File: src/verilog/spm_pkg.sv
// Package: constants, control, flag and pin types of the serial port
package spm_pkg;
    localparam int          SPM_DW        = 8;
    localparam int          SPM_FIFO_D    = 8;
    localparam logic [3:0]  SPM_LAST_EDGE = 4'hF;
    localparam logic [1:0]  SPM_SEL_3W    = 2'h0;
    localparam logic [1:0]  SPM_SEL_MULTI = 2'h1;
    localparam logic [1:0]  SPM_SEL_RST   = 2'h1;
    localparam logic [7:0]  SPM_DIV_RST   = 8'h03;
    // Bit positions in the port control register image
    localparam int          SPM_B_TC      = 7;
    localparam int          SPM_B_MASTER_ENABLE_BIT   = 6;
    localparam int          SPM_B_MODE_FAULT_FLAG    = 5;
    localparam int          SPM_B_OVR     = 4;
    localparam int          SPM_B_SELHI   = 3;
    localparam int          SPM_B_SELLO   = 2;
    localparam int          SPM_B_WRITE_COLLISION_FLAG    = 1;
    localparam int          SPM_B_PEN     = 0;

    typedef enum logic {SPM_IDLE, SPM_RUN} spm_state_t;

    typedef struct packed {
        logic       master_enable_bit;
        logic       port_enable_bit;
        logic [1:0] select_mode_field;
        logic       cpol;
        logic       cpha;
        logic [7:0] clk_div;
    } spm_ctrl_t;

    typedef struct packed {
        logic transfer_complete_flag;
        logic write_collision_flag;
        logic mode_fault_flag;
        logic receive_overrun_flag;
    } spm_flags_t;

    typedef struct packed {
        logic sck;
        logic mosi;
        logic miso;
        logic nss;
    } spm_pins_t;

    localparam spm_ctrl_t SPM_CTRL_RST =
        '{1'b0, 1'b0, SPM_SEL_RST, 1'b0, 1'b0, SPM_DIV_RST};
    localparam spm_pins_t SPM_PINS_IDLE = 4'hF;
endpackage

File: src/verilog/spm_port.sv
// Serial port master/slave engine with its transmit FIFO
// Summary of operation
// RULE_01: Bits shift most significant first, both directions, every mode.
// RULE_02: As master, master-out carries the shift register MSB.
// RULE_03: Slave-out released when port disabled or 4-wire slave unselected.
// RULE_04: 3-wire slave always drives slave-out from the shift register MSB.
// RULE_05: Unselected 4-wire slave ignores every serial clock edge.
// RULE_06: Select mode 00 is 3-wire; a slave counts as always selected.
// RULE_07: Mode 01: select is input; falling edge stops a master.
// RULE_08: Mode 1x: select is an output following the low mode bit.
// RULE_09: Select pin is routed only outside the 3-wire mode.
// RULE_10: Master mode entered when software sets master enable, bit 6.
// RULE_11: Data write fills transmit buffer; empty shifter takes it and starts.
// RULE_12: Master shifts loaded byte out at once while making the clock.
// RULE_13: Transfer complete flag, bit 7, sets at the end of each byte.
// RULE_14: Slave returns its byte simultaneously; one flag covers both directions.
// RULE_15: Completed received byte moves into the receive buffer for reading.
// RULE_16: Multi-master select low clears enables and sets the mode fault flag.
// RULE_17: After a mode fault only software re-enables the port.
// RULE_18: Upper mode bit, bit 3, makes a 4-wire single master.
// RULE_19: 4-wire slave active only while selected; select fall clears counter.
// RULE_20: Outside master lowers select two clocks before the first edge.
// RULE_21: Write while transmit buffer full is dropped and sets collision flag.
// RULE_22: Slave completion with unread receive byte drops it, sets overrun.
// RULE_23: Master gives eight clock cycles per byte from a divider, idles between.
// RULE_24: Both ends share polarity and phase; change them while disabled.
`timescale 1ns/1ps

module spm_fifo
#(
    parameter int W = 8,
    parameter int D = 8
)
(
    input  wire logic         i_sys_clk,  // System clock
    input  wire logic         i_rstn,     // Async reset, active low
    input  wire logic         i_valid,    // Write request
    output logic              o_ready,    // Space available
    input  wire logic [W-1:0] i_data,     // Write data
    output logic              o_valid,    // Data available
    input  wire logic         i_ready,    // Read acknowledge
    output logic [W-1:0]      o_data      // Oldest word
);
    localparam int AW = $clog2(D);

    typedef struct packed {
        logic [D-1:0][W-1:0] mem;
        logic [AW-1:0]       wp;
        logic [AW-1:0]       rp;
        logic [AW:0]         cnt;
    } spm_fifo_st_t;

    spm_fifo_st_t r;
    spm_fifo_st_t next_r;
    logic         wr;
    logic         rd;

    function automatic logic [AW-1:0] spm_inc(input logic [AW-1:0] p);
        spm_inc = (p == AW'(D - 1)) ? '0 : p + AW'(1);
    endfunction

    assign o_ready = r.cnt != (AW + 1)'(D);
    assign o_valid = r.cnt != '0;
    assign o_data  = r.mem[r.rp];
    assign wr      = i_valid & o_ready;
    assign rd      = i_ready & o_valid;

    always_comb
    begin
        next_r = r;
        if (wr)
        begin
            next_r.mem[r.wp] = i_data;
            next_r.wp        = spm_inc(r.wp);
        end
        if (rd)
        begin
            next_r.rp = spm_inc(r.rp);
        end
        next_r.cnt = r.cnt + (AW + 1)'(wr) - (AW + 1)'(rd);
    end

    always_ff @(posedge i_sys_clk or negedge i_rstn)
    begin
        if (!i_rstn)
            r <= '0;
        else
            r <= next_r;
    end
endmodule // spm_fifo

module spm_port
    import spm_pkg::*;
(
    input  wire logic        i_sys_clk,   // System clock, 100 MHz
    input  wire logic        i_rstn,      // Async reset, active low
    input  wire logic        i_ctrl_wr,   // Control write strobe
    input  wire spm_ctrl_t   i_ctrl,      // Control value to write
    input  wire spm_flags_t  i_flag_clr,  // Flag clear strobes
    input  wire logic        i_tx_valid,  // Data register write
    input  wire logic [7:0]  i_tx_data,   // Data register write value
    output logic             o_tx_ready,  // Transmit buffer has room
    input  wire logic        i_rx_read,   // Data register read
    output logic [7:0]       o_rx_data,   // Receive buffer
    output logic             o_rx_valid,  // Receive buffer holds byte
    output logic [7:0]       o_port_control_register, // Control image
    output logic             o_busy,      // Byte loaded or in flight
    input  wire spm_pins_t   i_pins,      // Pin levels from outside
    output spm_pins_t        o_pins,      // Pin drive levels
    output spm_pins_t        o_pins_oe,   // Pin output enables
    output logic             o_nss_routed // Select mapped to a pin
);
    typedef struct packed {
        spm_pins_t  sy1;
        spm_pins_t  sy2;
        logic       sck_prev;
        logic       nss_prev;
        spm_ctrl_t  ctrl;
        spm_flags_t flags;
        spm_state_t st;
        logic       loaded;
        logic [7:0] sr;
        logic       cap;
        logic [3:0] edge_cnt;
        logic [7:0] div_cnt;
        logic       sck_lvl;
        logic [7:0] rx_data;
        logic       rx_full;
    } spm_st_t;

    localparam spm_st_t ST_RST = '{sy1: SPM_PINS_IDLE,
        sy2: SPM_PINS_IDLE, nss_prev: 1'b1, ctrl: SPM_CTRL_RST,
        st: SPM_IDLE, default: '0};

    spm_st_t    r;
    spm_st_t    next_r;
    spm_pins_t  s;
    logic       is_m;
    logic       is_s;
    logic       multi;
    logic       sel;
    logic       nss_fall;
    logic       fault;
    logic       tick;
    logic       sedge;
    logic       step;
    logic       din;
    logic       smp;
    logic       skip;
    logic       last;
    logic       pop;
    logic       f_valid;
    logic [7:0] f_data;
    logic [7:0] byte_in;

    // Transmit buffer; a write that finds it full is dropped
    spm_fifo #(.W(SPM_DW), .D(SPM_FIFO_D)) u_txf (
        .i_sys_clk (i_sys_clk),
        .i_rstn    (i_rstn),
        .i_valid   (i_tx_valid),
        .o_ready   (o_tx_ready),
        .i_data    (i_tx_data),
        .o_valid   (f_valid),
        .i_ready   (pop),
        .o_data    (f_data)
    );

    assign s        = r.sy2;
    assign is_m     = r.ctrl.port_enable_bit & r.ctrl.master_enable_bit;
    assign is_s     = r.ctrl.port_enable_bit & !r.ctrl.master_enable_bit;
    assign multi    = r.ctrl.select_mode_field == SPM_SEL_MULTI;
    assign sel      = !multi | !s.nss;                       // [RULE_06]
    assign nss_fall = r.nss_prev & !s.nss;
    assign fault    = is_m & multi & nss_fall;               // [RULE_07]
    assign tick     = is_m & (r.st == SPM_RUN)
                    & (r.div_cnt == r.ctrl.clk_div);         // [RULE_23]
    assign sedge    = is_s & sel & (s.sck != r.sck_prev);    // [RULE_05]
    assign step     = tick | sedge;
    assign din      = is_m ? s.miso : s.mosi;                // [RULE_14]
    // Even edges sample with phase 0, odd edges with phase 1
    assign smp      = r.edge_cnt[0] == r.ctrl.cpha;
    assign skip     = r.ctrl.cpha & (r.edge_cnt == 4'h0);
    assign last     = r.edge_cnt == SPM_LAST_EDGE;
    assign byte_in  = {r.sr[6:0], smp ? din : r.cap};        // [RULE_01]
    // Load only between bytes so a slave never swaps data mid-byte
    // A byte popped in a control-write or fault cycle would be lost, so hold it back
    assign pop      = f_valid & !r.loaded & (r.st == SPM_IDLE)
                    & r.ctrl.port_enable_bit & !step
                    & !i_ctrl_wr & !fault;                   // [RULE_11]

    always_comb
    begin
        next_r          = r;
        next_r.sy1      = i_pins;
        next_r.sy2      = r.sy1;
        next_r.sck_prev = s.sck;
        next_r.nss_prev = s.nss;
        next_r.flags    = spm_flags_t'(r.flags & ~i_flag_clr);
        if (i_ctrl_wr)
            next_r.ctrl = i_ctrl;                            // [RULE_10]
        if (i_rx_read)
            next_r.rx_full = 1'b0;
        if (i_tx_valid & !o_tx_ready)
            next_r.flags.write_collision_flag = 1'b1;        // [RULE_21]
        if (pop)
        begin
            next_r.sr     = f_data;
            next_r.loaded = 1'b1;
            if (is_m)
            begin
                next_r.st      = SPM_RUN;                    // [RULE_12]
                next_r.div_cnt = 8'h00;
            end
        end
        case (r.st)
            SPM_IDLE:
                next_r.div_cnt = 8'h00;
            SPM_RUN:
                next_r.div_cnt = tick ? 8'h00 : r.div_cnt + 8'h01;
            default:
                next_r.st = SPM_IDLE;
        endcase
        if (step)
        begin
            next_r.st       = SPM_RUN;
            next_r.edge_cnt = r.edge_cnt + 4'h1;
            if (is_m)
                next_r.sck_lvl = !r.sck_lvl;                 // [RULE_23]
            if (smp)
                next_r.cap = din;
            else if (!skip)
                next_r.sr = {r.sr[6:0], r.cap};              // [RULE_01]
            if (last)
            begin
                next_r.st       = SPM_IDLE;
                next_r.edge_cnt = 4'h0;
                next_r.loaded   = 1'b0;
                next_r.sr       = byte_in;
                next_r.flags.transfer_complete_flag = 1'b1;  // [RULE_13]
                if (is_s & r.rx_full & !i_rx_read)
                    next_r.flags.receive_overrun_flag = 1'b1; // [RULE_22]
                else
                begin
                    next_r.rx_data = byte_in;                // [RULE_15]
                    next_r.rx_full = 1'b1;
                end
            end
        end
        // Stopping mid-byte is the only way to resync a 3-wire slave
        if (!r.ctrl.port_enable_bit | fault | i_ctrl_wr
            | (is_s & multi & nss_fall))                     // [RULE_19]
        begin
            next_r.st       = SPM_IDLE;
            next_r.edge_cnt = 4'h0;
            next_r.sck_lvl  = 1'b0;
            // Drop the aborted byte, else the shifter never reloads
            next_r.loaded   = 1'b0;
        end
        if (fault)
        begin
            next_r.ctrl.master_enable_bit = 1'b0;            // [RULE_16]
            next_r.ctrl.port_enable_bit   = 1'b0;            // [RULE_17]
            next_r.flags.mode_fault_flag  = 1'b1;
        end
    end

    always_ff @(posedge i_sys_clk or negedge i_rstn)
    begin
        if (!i_rstn)
            r <= ST_RST;
        else
            r <= next_r;
    end

    assign o_pins.sck     = r.ctrl.cpol ^ r.sck_lvl;         // [RULE_24]
    assign o_pins.mosi    = r.sr[7];                         // [RULE_02]
    assign o_pins.miso    = r.sr[7];                         // [RULE_04]
    assign o_pins.nss     = r.ctrl.select_mode_field[0];     // [RULE_08]
    assign o_pins_oe.sck  = is_m;
    assign o_pins_oe.mosi = is_m;
    assign o_pins_oe.miso = is_s & sel;                      // [RULE_03]
    assign o_pins_oe.nss  = r.ctrl.select_mode_field[1];     // [RULE_18]
    assign o_nss_routed   = r.ctrl.select_mode_field != SPM_SEL_3W; // [RULE_09]
    assign o_rx_data      = r.rx_data;
    assign o_rx_valid     = r.rx_full;
    assign o_busy         = (r.st == SPM_RUN) | r.loaded;

    assign o_port_control_register[SPM_B_TC]    =
        r.flags.transfer_complete_flag;
    assign o_port_control_register[SPM_B_MASTER_ENABLE_BIT] = r.ctrl.master_enable_bit;
    assign o_port_control_register[SPM_B_MODE_FAULT_FLAG]  = r.flags.mode_fault_flag;
    assign o_port_control_register[SPM_B_OVR]   =
        r.flags.receive_overrun_flag;
    assign o_port_control_register[SPM_B_SELHI] =
        r.ctrl.select_mode_field[1];
    assign o_port_control_register[SPM_B_SELLO] =
        r.ctrl.select_mode_field[0];
    assign o_port_control_register[SPM_B_WRITE_COLLISION_FLAG]  =
        r.flags.write_collision_flag;
    assign o_port_control_register[SPM_B_PEN]   = r.ctrl.port_enable_bit;
endmodule // spm_port

File: config.mk
export PLATFORM = sky130hd
export DESIGN_NAME = spm_port
export DESIGN_NICKNAME = d
export VERILOG_FILES = /design/src/verilog/spm_pkg.sv /design/src/verilog/spm_port.sv
export SDC_FILE = /design/constraint.sdc
export NUM_CORES = 1
export LEC_CHECK = 0
export BUFFER_PORTS_ARGS = -buffer_cell sky130_fd_sc_hd__buf_2
export CELL_PAD_IN_SITES_DETAIL_PLACEMENT = 1
export CELL_PAD_IN_SITES_GLOBAL_PLACEMENT = 2
export CORE_ASPECT_RATIO = 1.2
export CORE_MARGIN = 1
export CORE_UTILIZATION = 38
export CTS_BUF_LIST = sky130_fd_sc_hd__clkbuf_16
export DETAILED_ROUTE_END_ITERATION = 7
export MAX_ROUTING_LAYER = met4
export PLACE_DENSITY = 0.79
export SLEW_MARGIN = 10
export SYNTH_ARGS = -nofsm -noshare
export SYNTH_HDL_FRONTEND = slang
export SYNTH_SLANG_ARGS = --single-unit
File: constraint.sdc
create_clock -name i_sys_clk -period 2.5 [get_ports i_sys_clk]
set_input_delay 0.5 -clock i_sys_clk [delete_from_list [all_inputs] [get_ports i_sys_clk]]
set_output_delay 0.5 -clock i_sys_clk [all_outputs]
set_load 0.005 [all_outputs]
======== Word level (Yosys, flattened, before mapping) ========
Cells that the tools add are included.
operators by class
  reductions and logical operators ........ 23
  bitwise logic cells ..................... 34
  eq/ne operators ......................... 8
  order comparisons ....................... 3
  add/sub/neg operators ................... 6
  mux-type cells .......................... 33
operator list
  kind                 number
  $bwmux 64            1
  $mux 8               5
  $bmux 8 s3           1
  $demux 8 s3          1
  $and 1x1->1          23
  $mux 10              2
  $mux 9               2
  $mux 16              1
  $pmux 8 s2           1
  $mux 14              1
  $logic_not 1->1      11
  $mux 1               11
  $mux 11              1
  $add 8x1->8 const B  1
  $eq 8x8->1           1
  $lt 3x4->1 const B   2
  $mux 4               2
  $reduce_bool 2->1    4
  $add 3x1->3 const B  2
  $eq 3x3->1 const B   2
  $mux 3               2
  $or 1x1->1           6
  $reduce_bool 3->1    2
  $add 4x1->4          1
  other kinds (18)     21
storage, ports and cells
  flip-flop bits (word level) ............. 135
  bits of input ports ..................... 35
  word-level logic and storage cells ...... 147
  output and inout port bits .............. 28

======== Longest topological paths before layout ========
Gate-level depths: netlist of the first run.
  depth after elaboration ................. 16
  gate-level depth with buffers ........... 12
  gate-level depth less buffers ........... 11

======== Cells and area by module ========
Synthesis of the first run repeated with hierarchy kept, for this count alone.
unflattened totals
  cells, all modules ...................... 459
  area total of the unflattened synthesis .. 6447.4 um2
modules (own cells, without submodules)
  module    cells an instance  seq. area each (um2)  area each (um2)  instances
  spm_fifo  220                1851.8                3590.9           1
  spm_port  239                1541.5                2856.5           1

======== Worst setup path after synthesis of the first run ========
Ideal clock, no wire load.
  path kind ............................... input port to flip-flop
  start ................................... in i_ctrl_wr
  end ..................................... reg u_txf.r[2] (netlist bit)
  data required time ...................... 2.377 ns
  buffers on the path ..................... 2
  arrival ................................. 2.501 ns
  path slack .............................. -0.124 ns
  stages .................................. 11
  library setup time ...................... 0.123 ns
  cells stage by stage .................... clkbuf_1 nand2b_1 a2111oi_4 and2b_2 buf_6 ha_1 inv_1 ha_1 inv_1 fa_1 xnor2_1
RTL lines
  element               line            text
  start, declared       spm_port.sv:97  input wire logic i_ctrl_wr,
  end signal, assigned  spm_port.sv:88  r <= next_r;
  end, declared         spm_port.sv:53  spm_fifo_st_t r;

==> metrics.md, run 1 <==
| Metric | Value |
|---|---|
| CTS clock-pin slew for the worst setup and hold paths | 0.06 ns |
| Top-count cell post-synth | dfrtp_1 |
| Top_reg_cell synth | dfrtp_1 |
| Ys Warns | 0 |
| Worst setup EP type | flop |
| Final setup vio count | 0 |
| Post-CTS setup buffer count | 0 |
| Yosys top cell by area | dfrtp_1 |
| Die W | 120 µm |
| Pleak | 0.00343 µW |
| Remaining Overflow, GRT | 0 |
| P&R area growth vs syn | 17.4% |
| Initial antenna violation count | 0 |
| CP Data Arrival Time | 2.72 ns |
| Final net count | 574 |
| Mean Syn Cell Area | 13.8 µm² |
| CTS tree | built |
| Flop-to-flop setup slack | 0.1 ns |
| Share of post-route cells with drive strength above 1 | 0.474 |
| Skew-Pair Late Insertion Delay | 0.43 ns |
| Die height | 144 µm |
| Crit-path cells | inv_1, ha_1, nor3b_1, a2111oi_4, and2b_2, ha_4, inv_2, ha_4, inv_2, fa_2, inv_2 |
| Post-synth EDFFs | 0 |
| Share of the synthesized area in the top cell type | 0.482 |
| GRT Util Overall | 0.179 |
| Tightest Pin Transition | 0.606 ns |
| Sequential element share of the synthesized area | 0.532 |
| Setup TNS | 0 ns |
| Fin Clk Skew | 0.00955 ns |
| Max stage delay on crit path | 0.52 ns |
| Initial Utilization | 0.391 |
| Syn nets | 513 |
| Clock buffer depth | 2 |
| FMAX | 0.416 GHz |
| Dpl cells | 718 |
| Synth Cell Area | 6380 µm² |
| Fin crit share | 0.961 |
| Die area | 17300 µm² |
| Post-synthesis cell count | 464 |
| Final Hold Vio Count | 0 |
| Routability-driven placement congestion ratio | 0.746 |
| CP max FO | 3 |
| Residual DRC | 0 |
| # hold bufs at CTS | 0 |
| Final Instance Count excl. Fillers | 750 |
| Number of global-route vias before repair | 4337 |
| Drt pass-1 iters | 4 |
| Post-DR vias/cell | 5.06 |
| Post-Place Worst Slack | 0.0845 ns |
| Slowest cell on the critical path | fa_2 |
| Final min period | 2.40 ns |
| Cts bufs inserted | 17 |
| Worst hold path class | in -> async |
| Startpoint Class | flop |
| Crit path top cell by count | inv_2 |
| Dpl hpwl | 9650 µm |
| RSZ-0062 raised after global routing | true |
| Req. time, crit path | 2.82 ns |
| Power Dens Cells | 1110 nW/µm² |
| Count of pins over their slew limit | 0 |
| Drt total wl | 13400 µm |
| Status | complete, no violations |
| Rel. slew slack | 0.596 |
| Design Power | 8350 µW |
| First-pass GRT wire length | 22600 µm |
| H-tree depth | 4 |
| Number of port buffers | 62 |
| Critical path class | reg -> reg |
| Root Buffer Master | clkbuf_16 |
| Most area-consuming cells after synthesis | dfrtp_1, mux2_2, mux4_2 |
| Post-synthesis sequential element count | 135 |
| Commonest cells in the netlist | dfrtp_1, mux2_2, nand2_1, buf_4, inv_1 |
| Sink Count | 135 |
| Largest net degree at the start of global routing | 52 |
| Routed wire per std cell | 17.9 µm |
| ANT nets after route | 0 |
| Io pins | 63 |
| Final worst setup slack | 0.0987 ns |
| Max VDD drop | 0.000509 V |
| Resize count post-CTS | 0 |
| Max cap viols | 0 |
| Async set or reset register ratio after synthesis | 1.00 |
| Vias | 3793 |
| # diodes | 0 |
| Std cell rows | 51 |
| Core ar. | 16300 µm² |
| Cell variety after synth | 53 |
| 1st-iter DRT viols | 150 |
==> final timing paths <==
path | from | to | cells after the start
worst max-delay path | u_txf.r[2] | u_txf.r[1] | 11
worst min register to register | next_r[54] | r[54] | 0
min in group i_sys_clk | i_pins[0] | next_r[53] | 1
max in group asynchronous | i_rstn | next_r[52] | 2
worst min-delay path | i_rstn | r[17] | 1
worst max register to register | u_txf.r[2] | u_txf.r[1] | 11
==> state kept, by name (all words and copies together) (netlist names) <==
| signal | cells |
|---|---|
| o_pins | 2 |
| next_r | 6 |
| o_rx_data | 8 |
| o_rx_valid | 1 |
| r | 30 |
| u_txf.r | 74 |
| o_pins_oe | 1 |
| byte_in | 7 |
| o_port_control_register | 6 |
==> cell type report <==
type / count / area (µm²)
clock buffer: 17 / 425
clock inverter: 15 / 169
fill: 1727 / 8840
inverter: 19 / 71.3
multi-input combinational: 274 / 2730
sequential: 135 / 3390
tap: 212 / 265
timing repair buffer: 78 / 445
==> worst max-delay path, delay by kind of cell (launching register included) <==
family | cells | cell delay, ns
and+or+nand+nor | 2 | 0.61
buffers and inverters | 4 | 0.23
AOI/OAI and AO/OA | 1 | 0.06
adders and majority gates | 4 | 1.03
DFF | 1 | 0.37
==> metrics by stage <==
stage | area [µm²] | utilization | hold slack, ns
2_1_floorplan | 6430 | - | 0.204
3_3_place_gp | 6900 | 0.422 | 0.347
3_5_place_dp | 6900 | 0.422 | 0.347
4_1_cts | 7490 | 0.459 | 0.0831
5_1_grt | 7490 | 0.459 | 0.112
6_report | 7490 | 0.459 | 0.0786
==> placed cells by master (no fill, tap or decap), types with 3 or more instances in the layout <==
master | synthesis | layout
dfrtp_1 | 123 | 123
mux2_2 | 83 | 83
buf_2 | 2 | 61
nand2_1 | 24 | 24
nor2_1 | 17 | 17
xor2_1 | 17 | 17
clkbuf_16 | 0 | 17
mux4_2 | 16 | 16
buf_4 | 23 | 16
inv_1 | 18 | 15
dfstp_2 | 12 | 12
ha_1 | 13 | 11
mux2i_1 | 10 | 10
nand3_1 | 9 | 9
o21ai_0 | 9 | 9
o221a_1 | 7 | 7
a21oi_1 | 8 | 7
clkinv_4 | 0 | 7
mux2_4 | 6 | 6
and3_1 | 5 | 5
inv_2 | 1 | 4
and2_1 | 4 | 4
nand2b_1 | 5 | 4
a21o_1 | 4 | 4
or2_2 | 3 | 3
or3_1 | 3 | 3
inv_6 | 0 | 3
==> kinds of logic after synthesis <==
kind of cell,Yosys count,synth area share
flops,135,0.532
mux,115,0.233
simple gates,91,0.0894
buf+inv,55,0.0476
compound gates,35,0.0441
xor+xnor,19,0.0261
fa+ha+maj,14,0.0286
==> layer usage <==
metal | track usage | part of all wire | routed length, µm
met1 | 0.200 | 0.41 | 5470
met5 | - | 0 | 0
met4 | 0.0708 | 0.019 | 251
met2 | 0.307 | 0.54 | 7290
met3 | 0.0434 | 0.031 | 411
==> report_power, final <==
group          internal (µW)  leakage, µW  switching (µW)  total, µW
Combinational           1420      0.00148             983       2400
Sequential              2910      0.00166             540       3450
Clock                   1490     0.000294            1010       2500
Total                   5820      0.00343            2540       8350
Note: power is estimated with default switching activity, not from simulation.
==> inputs of run 2 (changes only) <==
--- a/config.mk
+++ b/config.mk
@@ -15,7 +15,7 @@
 export DETAILED_ROUTE_END_ITERATION = 7
 export MAX_ROUTING_LAYER = met4
 export PLACE_DENSITY = 0.79
-export SLEW_MARGIN = 10
+export SLEW_MARGIN = 0
 export SYNTH_ARGS = -nofsm -noshare
 export SYNTH_HDL_FRONTEND = slang
 export SYNTH_SLANG_ARGS = --single-unit
==> constraint.sdc (replaced) <==
create_clock -name i_sys_clk -period 2.5 [get_ports i_sys_clk]
set_input_delay 0.375 -clock i_sys_clk [delete_from_list [all_inputs] [get_ports i_sys_clk]]
set_output_delay 0.375 -clock i_sys_clk [all_outputs]
set_load 0.005 [all_outputs]
==> run 2 against run 1 <==
Via count rose by 0.84%. Final area fell by 0.17%. Clock-buffer cell count did not move. Die area did not move. First-iteration DRC count rose by 0.67%. Routed wire length rose by 0.77%. Sequential power fell by 1%. Global-route usage fell by 0.065 points. Clock skew fell by 0.0035 ns. Critical path type unchanged. Largest cell class unchanged. Largest power group unchanged.
==> metrics.md, run 2 (synthesis gave the netlist of run 1 again) <==
| Metric | Value |
|---|---|
| Dpl hpwl | 9440 µm |
| ANT nets after route | 0 |
| Vias | 3825 |
| Combinational power share | 0.300 |
| Root Buffer Master | clkbuf_16 |
| Die height | 144 µm |
| Fillers | 1712 |
| Max VDD drop | 0.000545 V |
| RSZ-0062 raised after global routing | true |
| Critical path class | reg -> reg |
| CTS tree | built |
| Largest register FFs | 74 |
| Area taken by multi-input logic gates | 2730 µm² |
| 1st-iter DRT viols | 151 |
| H-tree depth | 4 |
| GRT Util Overall | 0.178 |
| Die area | 17300 µm² |
| Final Hold Vio Count | 0 |
| Max cap viols | 0 |
| Req. time, crit path | 2.83 ns |
| Initial Utilization | 0.391 |
| Design Power | 8240 µW |
| Register area | 3390 µm² |
| Final min period | 2.48 ns |
| Clock buffer depth | 2 |
| Drt pass-1 iters | 4 |
| CTS clock-pin slew for the worst setup and hold paths | 0.06 ns |
| Std cell rows | 51 |
| Post-DR vias/cell | 5.10 |
| Share of post-route cells with drive strength above 1 | 0.472 |
| # diodes | 0 |
| Initial antenna violation count | 0 |
| Io pins | 63 |
| Cts bufs inserted | 17 |
| Final worst setup slack | 0.0226 ns |
| Startpoint Class | flop |
| Final net count | 574 |
| Routed wire per std cell | 18.0 µm |
| Worst hold path class | in -> reg |
| Die W | 120 µm |
| Pleak | 0.00342 µW |
| Clock Power Share | 0.286 |
| Largest net degree at the start of global routing | 49 |
| Count of pins over their slew limit | 0 |
| P&R area growth vs syn | 17.2% |
| Core ar. | 16300 µm² |
| Worst setup EP type | flop |
| Switching power | 2580 µW |
| CP Data Arrival Time | 2.80 ns |
| First-pass GRT wire length | 22500 µm |
| Status | complete, no violations |
| Skew-Pair Late Insertion Delay | 0.43 ns |
| Reg power frac | 0.414 |
| Final setup vio count | 0 |
| Fin Clk Skew | 0.00602 ns |
| Tightest Pin Transition | 0.568 ns |
| Routability-driven placement congestion ratio | 0.754 |
| Residual DRC | 0 |
| Number of port buffers | 62 |
| Sw Ratio | 0.313 |
| Number of global-route vias before repair | 4264 |
| Top reg by flops | u_txf.r |
| FMAX | 0.404 GHz |
| Most frequent cells in the layout | dfrtp_1, mux2_2, buf_2 |
| Pint | 5660 µW |
| Fin crit share | 0.991 |
| CP max FO | 3 |
| Setup TNS | 0 ns |
| Power Dens Cells | 1100 nW/µm² |
| Hold WS | 0.0448 ns |
| Commonest non-fill, non-tap cell in the layout | dfrtp_1 |
| Drt total wl | 13500 µm |
| Post-Place Worst Slack | 0.0440 ns |
| Rel. slew slack | 0.611 |
| Remaining Overflow, GRT | 0 |
| Sink Count | 135 |
## run 2: cell types whose count changed in the layout (fill, tap and decap cells not counted), sizes merged
| cell | delta |
|---|---|
| dlygate4sd3 | +1 |
| bufinv | -2 |
| clkinv | -2 |
| clkinvlp | +1 |
| inv | +3 |
| buf | -1 |
## run 2: path summary, 6_finish.rpt
check                                 from    endpoint  slack [ns]  cells after the start
worst max-delay path            next_r[51]  u_txf.r[1]        0.02                      9
worst min-delay path             i_pins[0]  next_r[53]        0.04                      1
worst max register to register  next_r[51]  u_txf.r[1]        0.02                      9
worst min register to register  next_r[56]  next_r[52]        0.36                      0
max in group asynchronous           i_rstn  next_r[51]        1.40                      3
min in group asynchronous           i_rstn       r[13]        0.38                      2
## run 2: metrics by stage
stage	area [µm²]	cells	utilization
final	7480	750	0.458
after global routing	7480	750	0.458
after CTS	7440	748	0.456
after detailed placement	6870	715	0.420
after global placement	6870	715	0.420
after floorplan	6400	464	-
## run 2: power by group through the flow
stage	clock network, µW	registers [µW]	logic (µW)
6_report	2360	3410	2470
5_1_grt	2510	3510	2720
4_1_cts	2420	3420	2450
3_5_place_dp	0	3450	2410
3_3_place_gp	0	3380	2280
2_1_floorplan	0	3190	1980
## run 2: per-layer routing
| layer | GRT usage | vias up | routed length (µm) |
|---|---|---|---|
| met5 | - | - | 0 |
| met1 | 0.206 | 2018 | 5920 |
| met4 | 0.0643 | 0 | 223 |
| met3 | 0.0382 | 17 | 279 |
| met2 | 0.306 | 40 | 7110 |
| li1 | - | 1750 | - |
## run 2: final cells by class
cell class,instances,share of cell area
inverters,19,0.00953
repair buffers,78,0.0615
flip-flops and latches,135,0.454
well taps,212,0.0355
clock inverters,15,0.0189
multi-input cells,274,0.364
clock buffers,17,0.0569
## run 2: repair_timing
action | CTS | global route
endpoints found under the hold margin | 17 | 0
buffers inserted | 0 | 2
hold buffers | 1 | 0
setup endpoints to repair | 0 | 3
gates resized for setup | 0 | 7
## run 2: critical path, stage by stage (launching register included)
cell,delay [ns]
dfstp_2,0.54
and4bb_2,0.27
a2111oi_4,0.37
and2b_2,0.23
ha_4,0.20
inv_2,0.06
ha_4,0.12
inv_2,0.03
fa_2,0.52
inv_2,0.03
==> inputs of run 3 (changes only) <==
--- a/config.mk
+++ b/config.mk
@@ -13,7 +13,6 @@
 export CORE_UTILIZATION = 38
 export CTS_BUF_LIST = sky130_fd_sc_hd__clkbuf_16
 export DETAILED_ROUTE_END_ITERATION = 7
-export MAX_ROUTING_LAYER = met4
 export PLACE_DENSITY = 0.79
 export SLEW_MARGIN = 0
 export SYNTH_ARGS = -nofsm -noshare
==> constraint.sdc (replaced) <==
create_clock -name i_sys_clk -period 2.5 [get_ports i_sys_clk]
set_input_delay 0.125 -clock i_sys_clk [delete_from_list [all_inputs] [get_ports i_sys_clk]]
set_output_delay 0.125 -clock i_sys_clk [all_outputs]
set_load 0.005 [all_outputs]
==> run 3 against run 2 <==
Setup slack improved by 0.0022 ns. Sequential share of layout area decreased by 1.4 points. Register-to-register slack about the same. Via count increased by 1.9%. Critical path depth unchanged. Flip-flop and latch count unchanged. Worst hold slack got worse by 0.014 ns. Routed wire length increased by 1.4%. Sequential power about the same. Critical path type unchanged. Critical endpoint unchanged.
==> metrics.md, run 3 (synthesis gave the netlist of run 1 again) <==
| Metric | Value |
|---|---|
| Most frequent cells in the layout | dfrtp_1, mux2_2, buf_2 |
| GRT Util Overall | 0.174 |
| Worst reg2reg path depth | 9 |
| Pint | 5840 µW |
| R2R Path Start | next_r[51] |
| Number of global-route vias before repair | 4330 |
| ANT nets after route | 0 |
| Routability-driven placement congestion ratio | 0.763 |
| Reg-to-reg critical path endpoint | u_txf.r[1] |
| Drt pass-1 iters | 4 |
| Post-Place Worst Slack | 0.0369 ns |
| Final min period | 2.48 ns |
| RSZ-0062 raised after global routing | true |
| Worst setup EP type | flop |
| Max VDD drop | 0.000488 V |
| Hold_sp | i_tx_data[6] |
| Remaining Overflow, GRT | 0 |
| 1st-iter DRT viols | 188 |
| Final net count | 597 |
| Die W | 120 µm |
| Switching power | 2560 µW |
| Max cap viols | 0 |
| Root Buffer Master | clkbuf_16 |
| Die area | 17300 µm² |
| FMAX | 0.404 GHz |
| Worst hold path class | in -> reg |
| Core ar. | 16300 µm² |
| Fin crit share | 0.990 |
| Sw Ratio | 0.305 |
| Largest register FFs | 74 |
| Power Dens Cells | 1090 nW/µm² |
| Reg power frac | 0.407 |
| Top reg by flops | u_txf.r |
| Rel. slew slack | 0.603 |
| First-pass GRT wire length | 22800 µm |
| Critical path class | reg -> reg |
| Critical path endpoint | u_txf.r[1] |
| Sink Count | 135 |
| Skew-Pair Late Insertion Delay | 0.42 ns |
| Pleak | 0.00351 µW |
| Count of pins over their slew limit | 0 |
| Startpoint Class | flop |
| Fin Clk Skew | 0.00820 ns |
| Drt total wl | 13700 µm |
| Final Hold Vio Count | 0 |
| Vias | 3899 |
| Initial Utilization | 0.391 |
| Die height | 144 µm |
| Std cell rows | 51 |
| Largest net degree at the start of global routing | 61 |
| Tightest Pin Transition | 0.596 ns |
| Design Power | 8400 µW |
| Combinational power share | 0.293 |
| Post-DP Area | 6850 µm² |
| Cts bufs inserted | 17 |
| CP Data Arrival Time | 2.79 ns |
| Setup TNS | 0 ns |
| Residual DRC | 0 |
| # diodes | 0 |
| Commonest non-fill, non-tap cell in the layout | dfrtp_1 |
| CTS tree | built |
| Register area | 3390 µm² |
| CP max FO | 3 |
| CTS clock-pin slew for the worst setup and hold paths | 0.06 ns |
| Io pins | 63 |
| Final worst setup slack | 0.0248 ns |
| Number of port buffers | 62 |
| P&R area growth vs syn | 21.0% |
| Final setup vio count | 0 |
| Fillers | 1712 |
| Flop-to-flop setup slack | 0.02 ns |
| H-tree depth | 4 |
| Hold WS | 0.0312 ns |
| Initial antenna violation count | 0 |
| Routed wire per std cell | 17.8 µm |
| Share of post-route cells with drive strength above 1 | 0.447 |
| Req. time, crit path | 2.81 ns |
| Area taken by multi-input logic gates | 2720 µm² |
| Worst setup startpoint | next_r[51] |
| Clock buffer depth | 2 |
| Status | complete, no violations |
| Clock Power Share | 0.300 |
| Dpl hpwl | 9180 µm |
| Final instance area | 7720 µm² |
| Post-DR vias/cell | 5.04 |
==> run 3: timing repair <==
| action | CTS | global route |
|---|---|---|
| hold buffers | 25 | 0 |
| setup endpoints to repair | 0 | 2 |
| setup buffers | 0 | 1 |
| hold endpoints to repair | 104 | 0 |
| gates resized for setup | 0 | 7 |
==> run 3: critical path, cell delays in order (launching register included) <==
cell,delay (ns)
dfstp_2,0.54
and4bb_2,0.27
a2111oi_4,0.36
and2b_2,0.22
ha_4,0.21
inv_4,0.06
ha_4,0.12
inv_2,0.04
fa_2,0.52
inv_2,0.03
==> run 3: how the worst min path moves through the flow <==
stage / to / cells after the start
after global routing: u_txf.r[71] / 2
after floorplan: byte_in[1] / 0
after global placement: r[15] / 1
after CTS: u_txf.r[72] / 2
after detailed placement: r[15] / 1
final: u_txf.r[72] / 2
==> run 3: area by class of cell <==
cell class / instances / area share
inverters: 19 / 0.00956
clock buffers: 17 / 0.0551
clock inverters: 15 / 0.0215
flip-flops and latches: 135 / 0.439
multi-input cells: 274 / 0.352
well taps: 212 / 0.0343
repair buffers: 101 / 0.0881
==> run 3: layer usage <==
| layer | up-vias | part of all wire | wire (µm) | GRT usage |
|---|---|---|---|---|
| met2 | 50 | 0.54 | 7360 | 0.305 |
| met4 | 0 | 0.018 | 252 | 0.0715 |
| li1 | 1808 | - | - | - |
| met5 | - | 0 | 0 | 0 |
| met1 | 2024 | 0.42 | 5770 | 0.209 |
| met3 | 17 | 0.025 | 340 | 0.0367 |
==> run 3: stage by stage <==
step / util / cells
floorplan: - / 464
global placement: 0.420 / 715
detailed placement: 0.420 / 715
CTS: 0.471 / 772
global route: 0.473 / 773
finish: 0.473 / 773
==> run 3: power by group through the flow <==
stage	logic, µW	registers (µW)	clock network (µW)
CTS	2440	3430	2580
detailed placement	2380	3450	0
global placement	2280	3380	0
global route	2700	3530	2680
floorplan	1980	3190	0
finish	2460	3420	2520
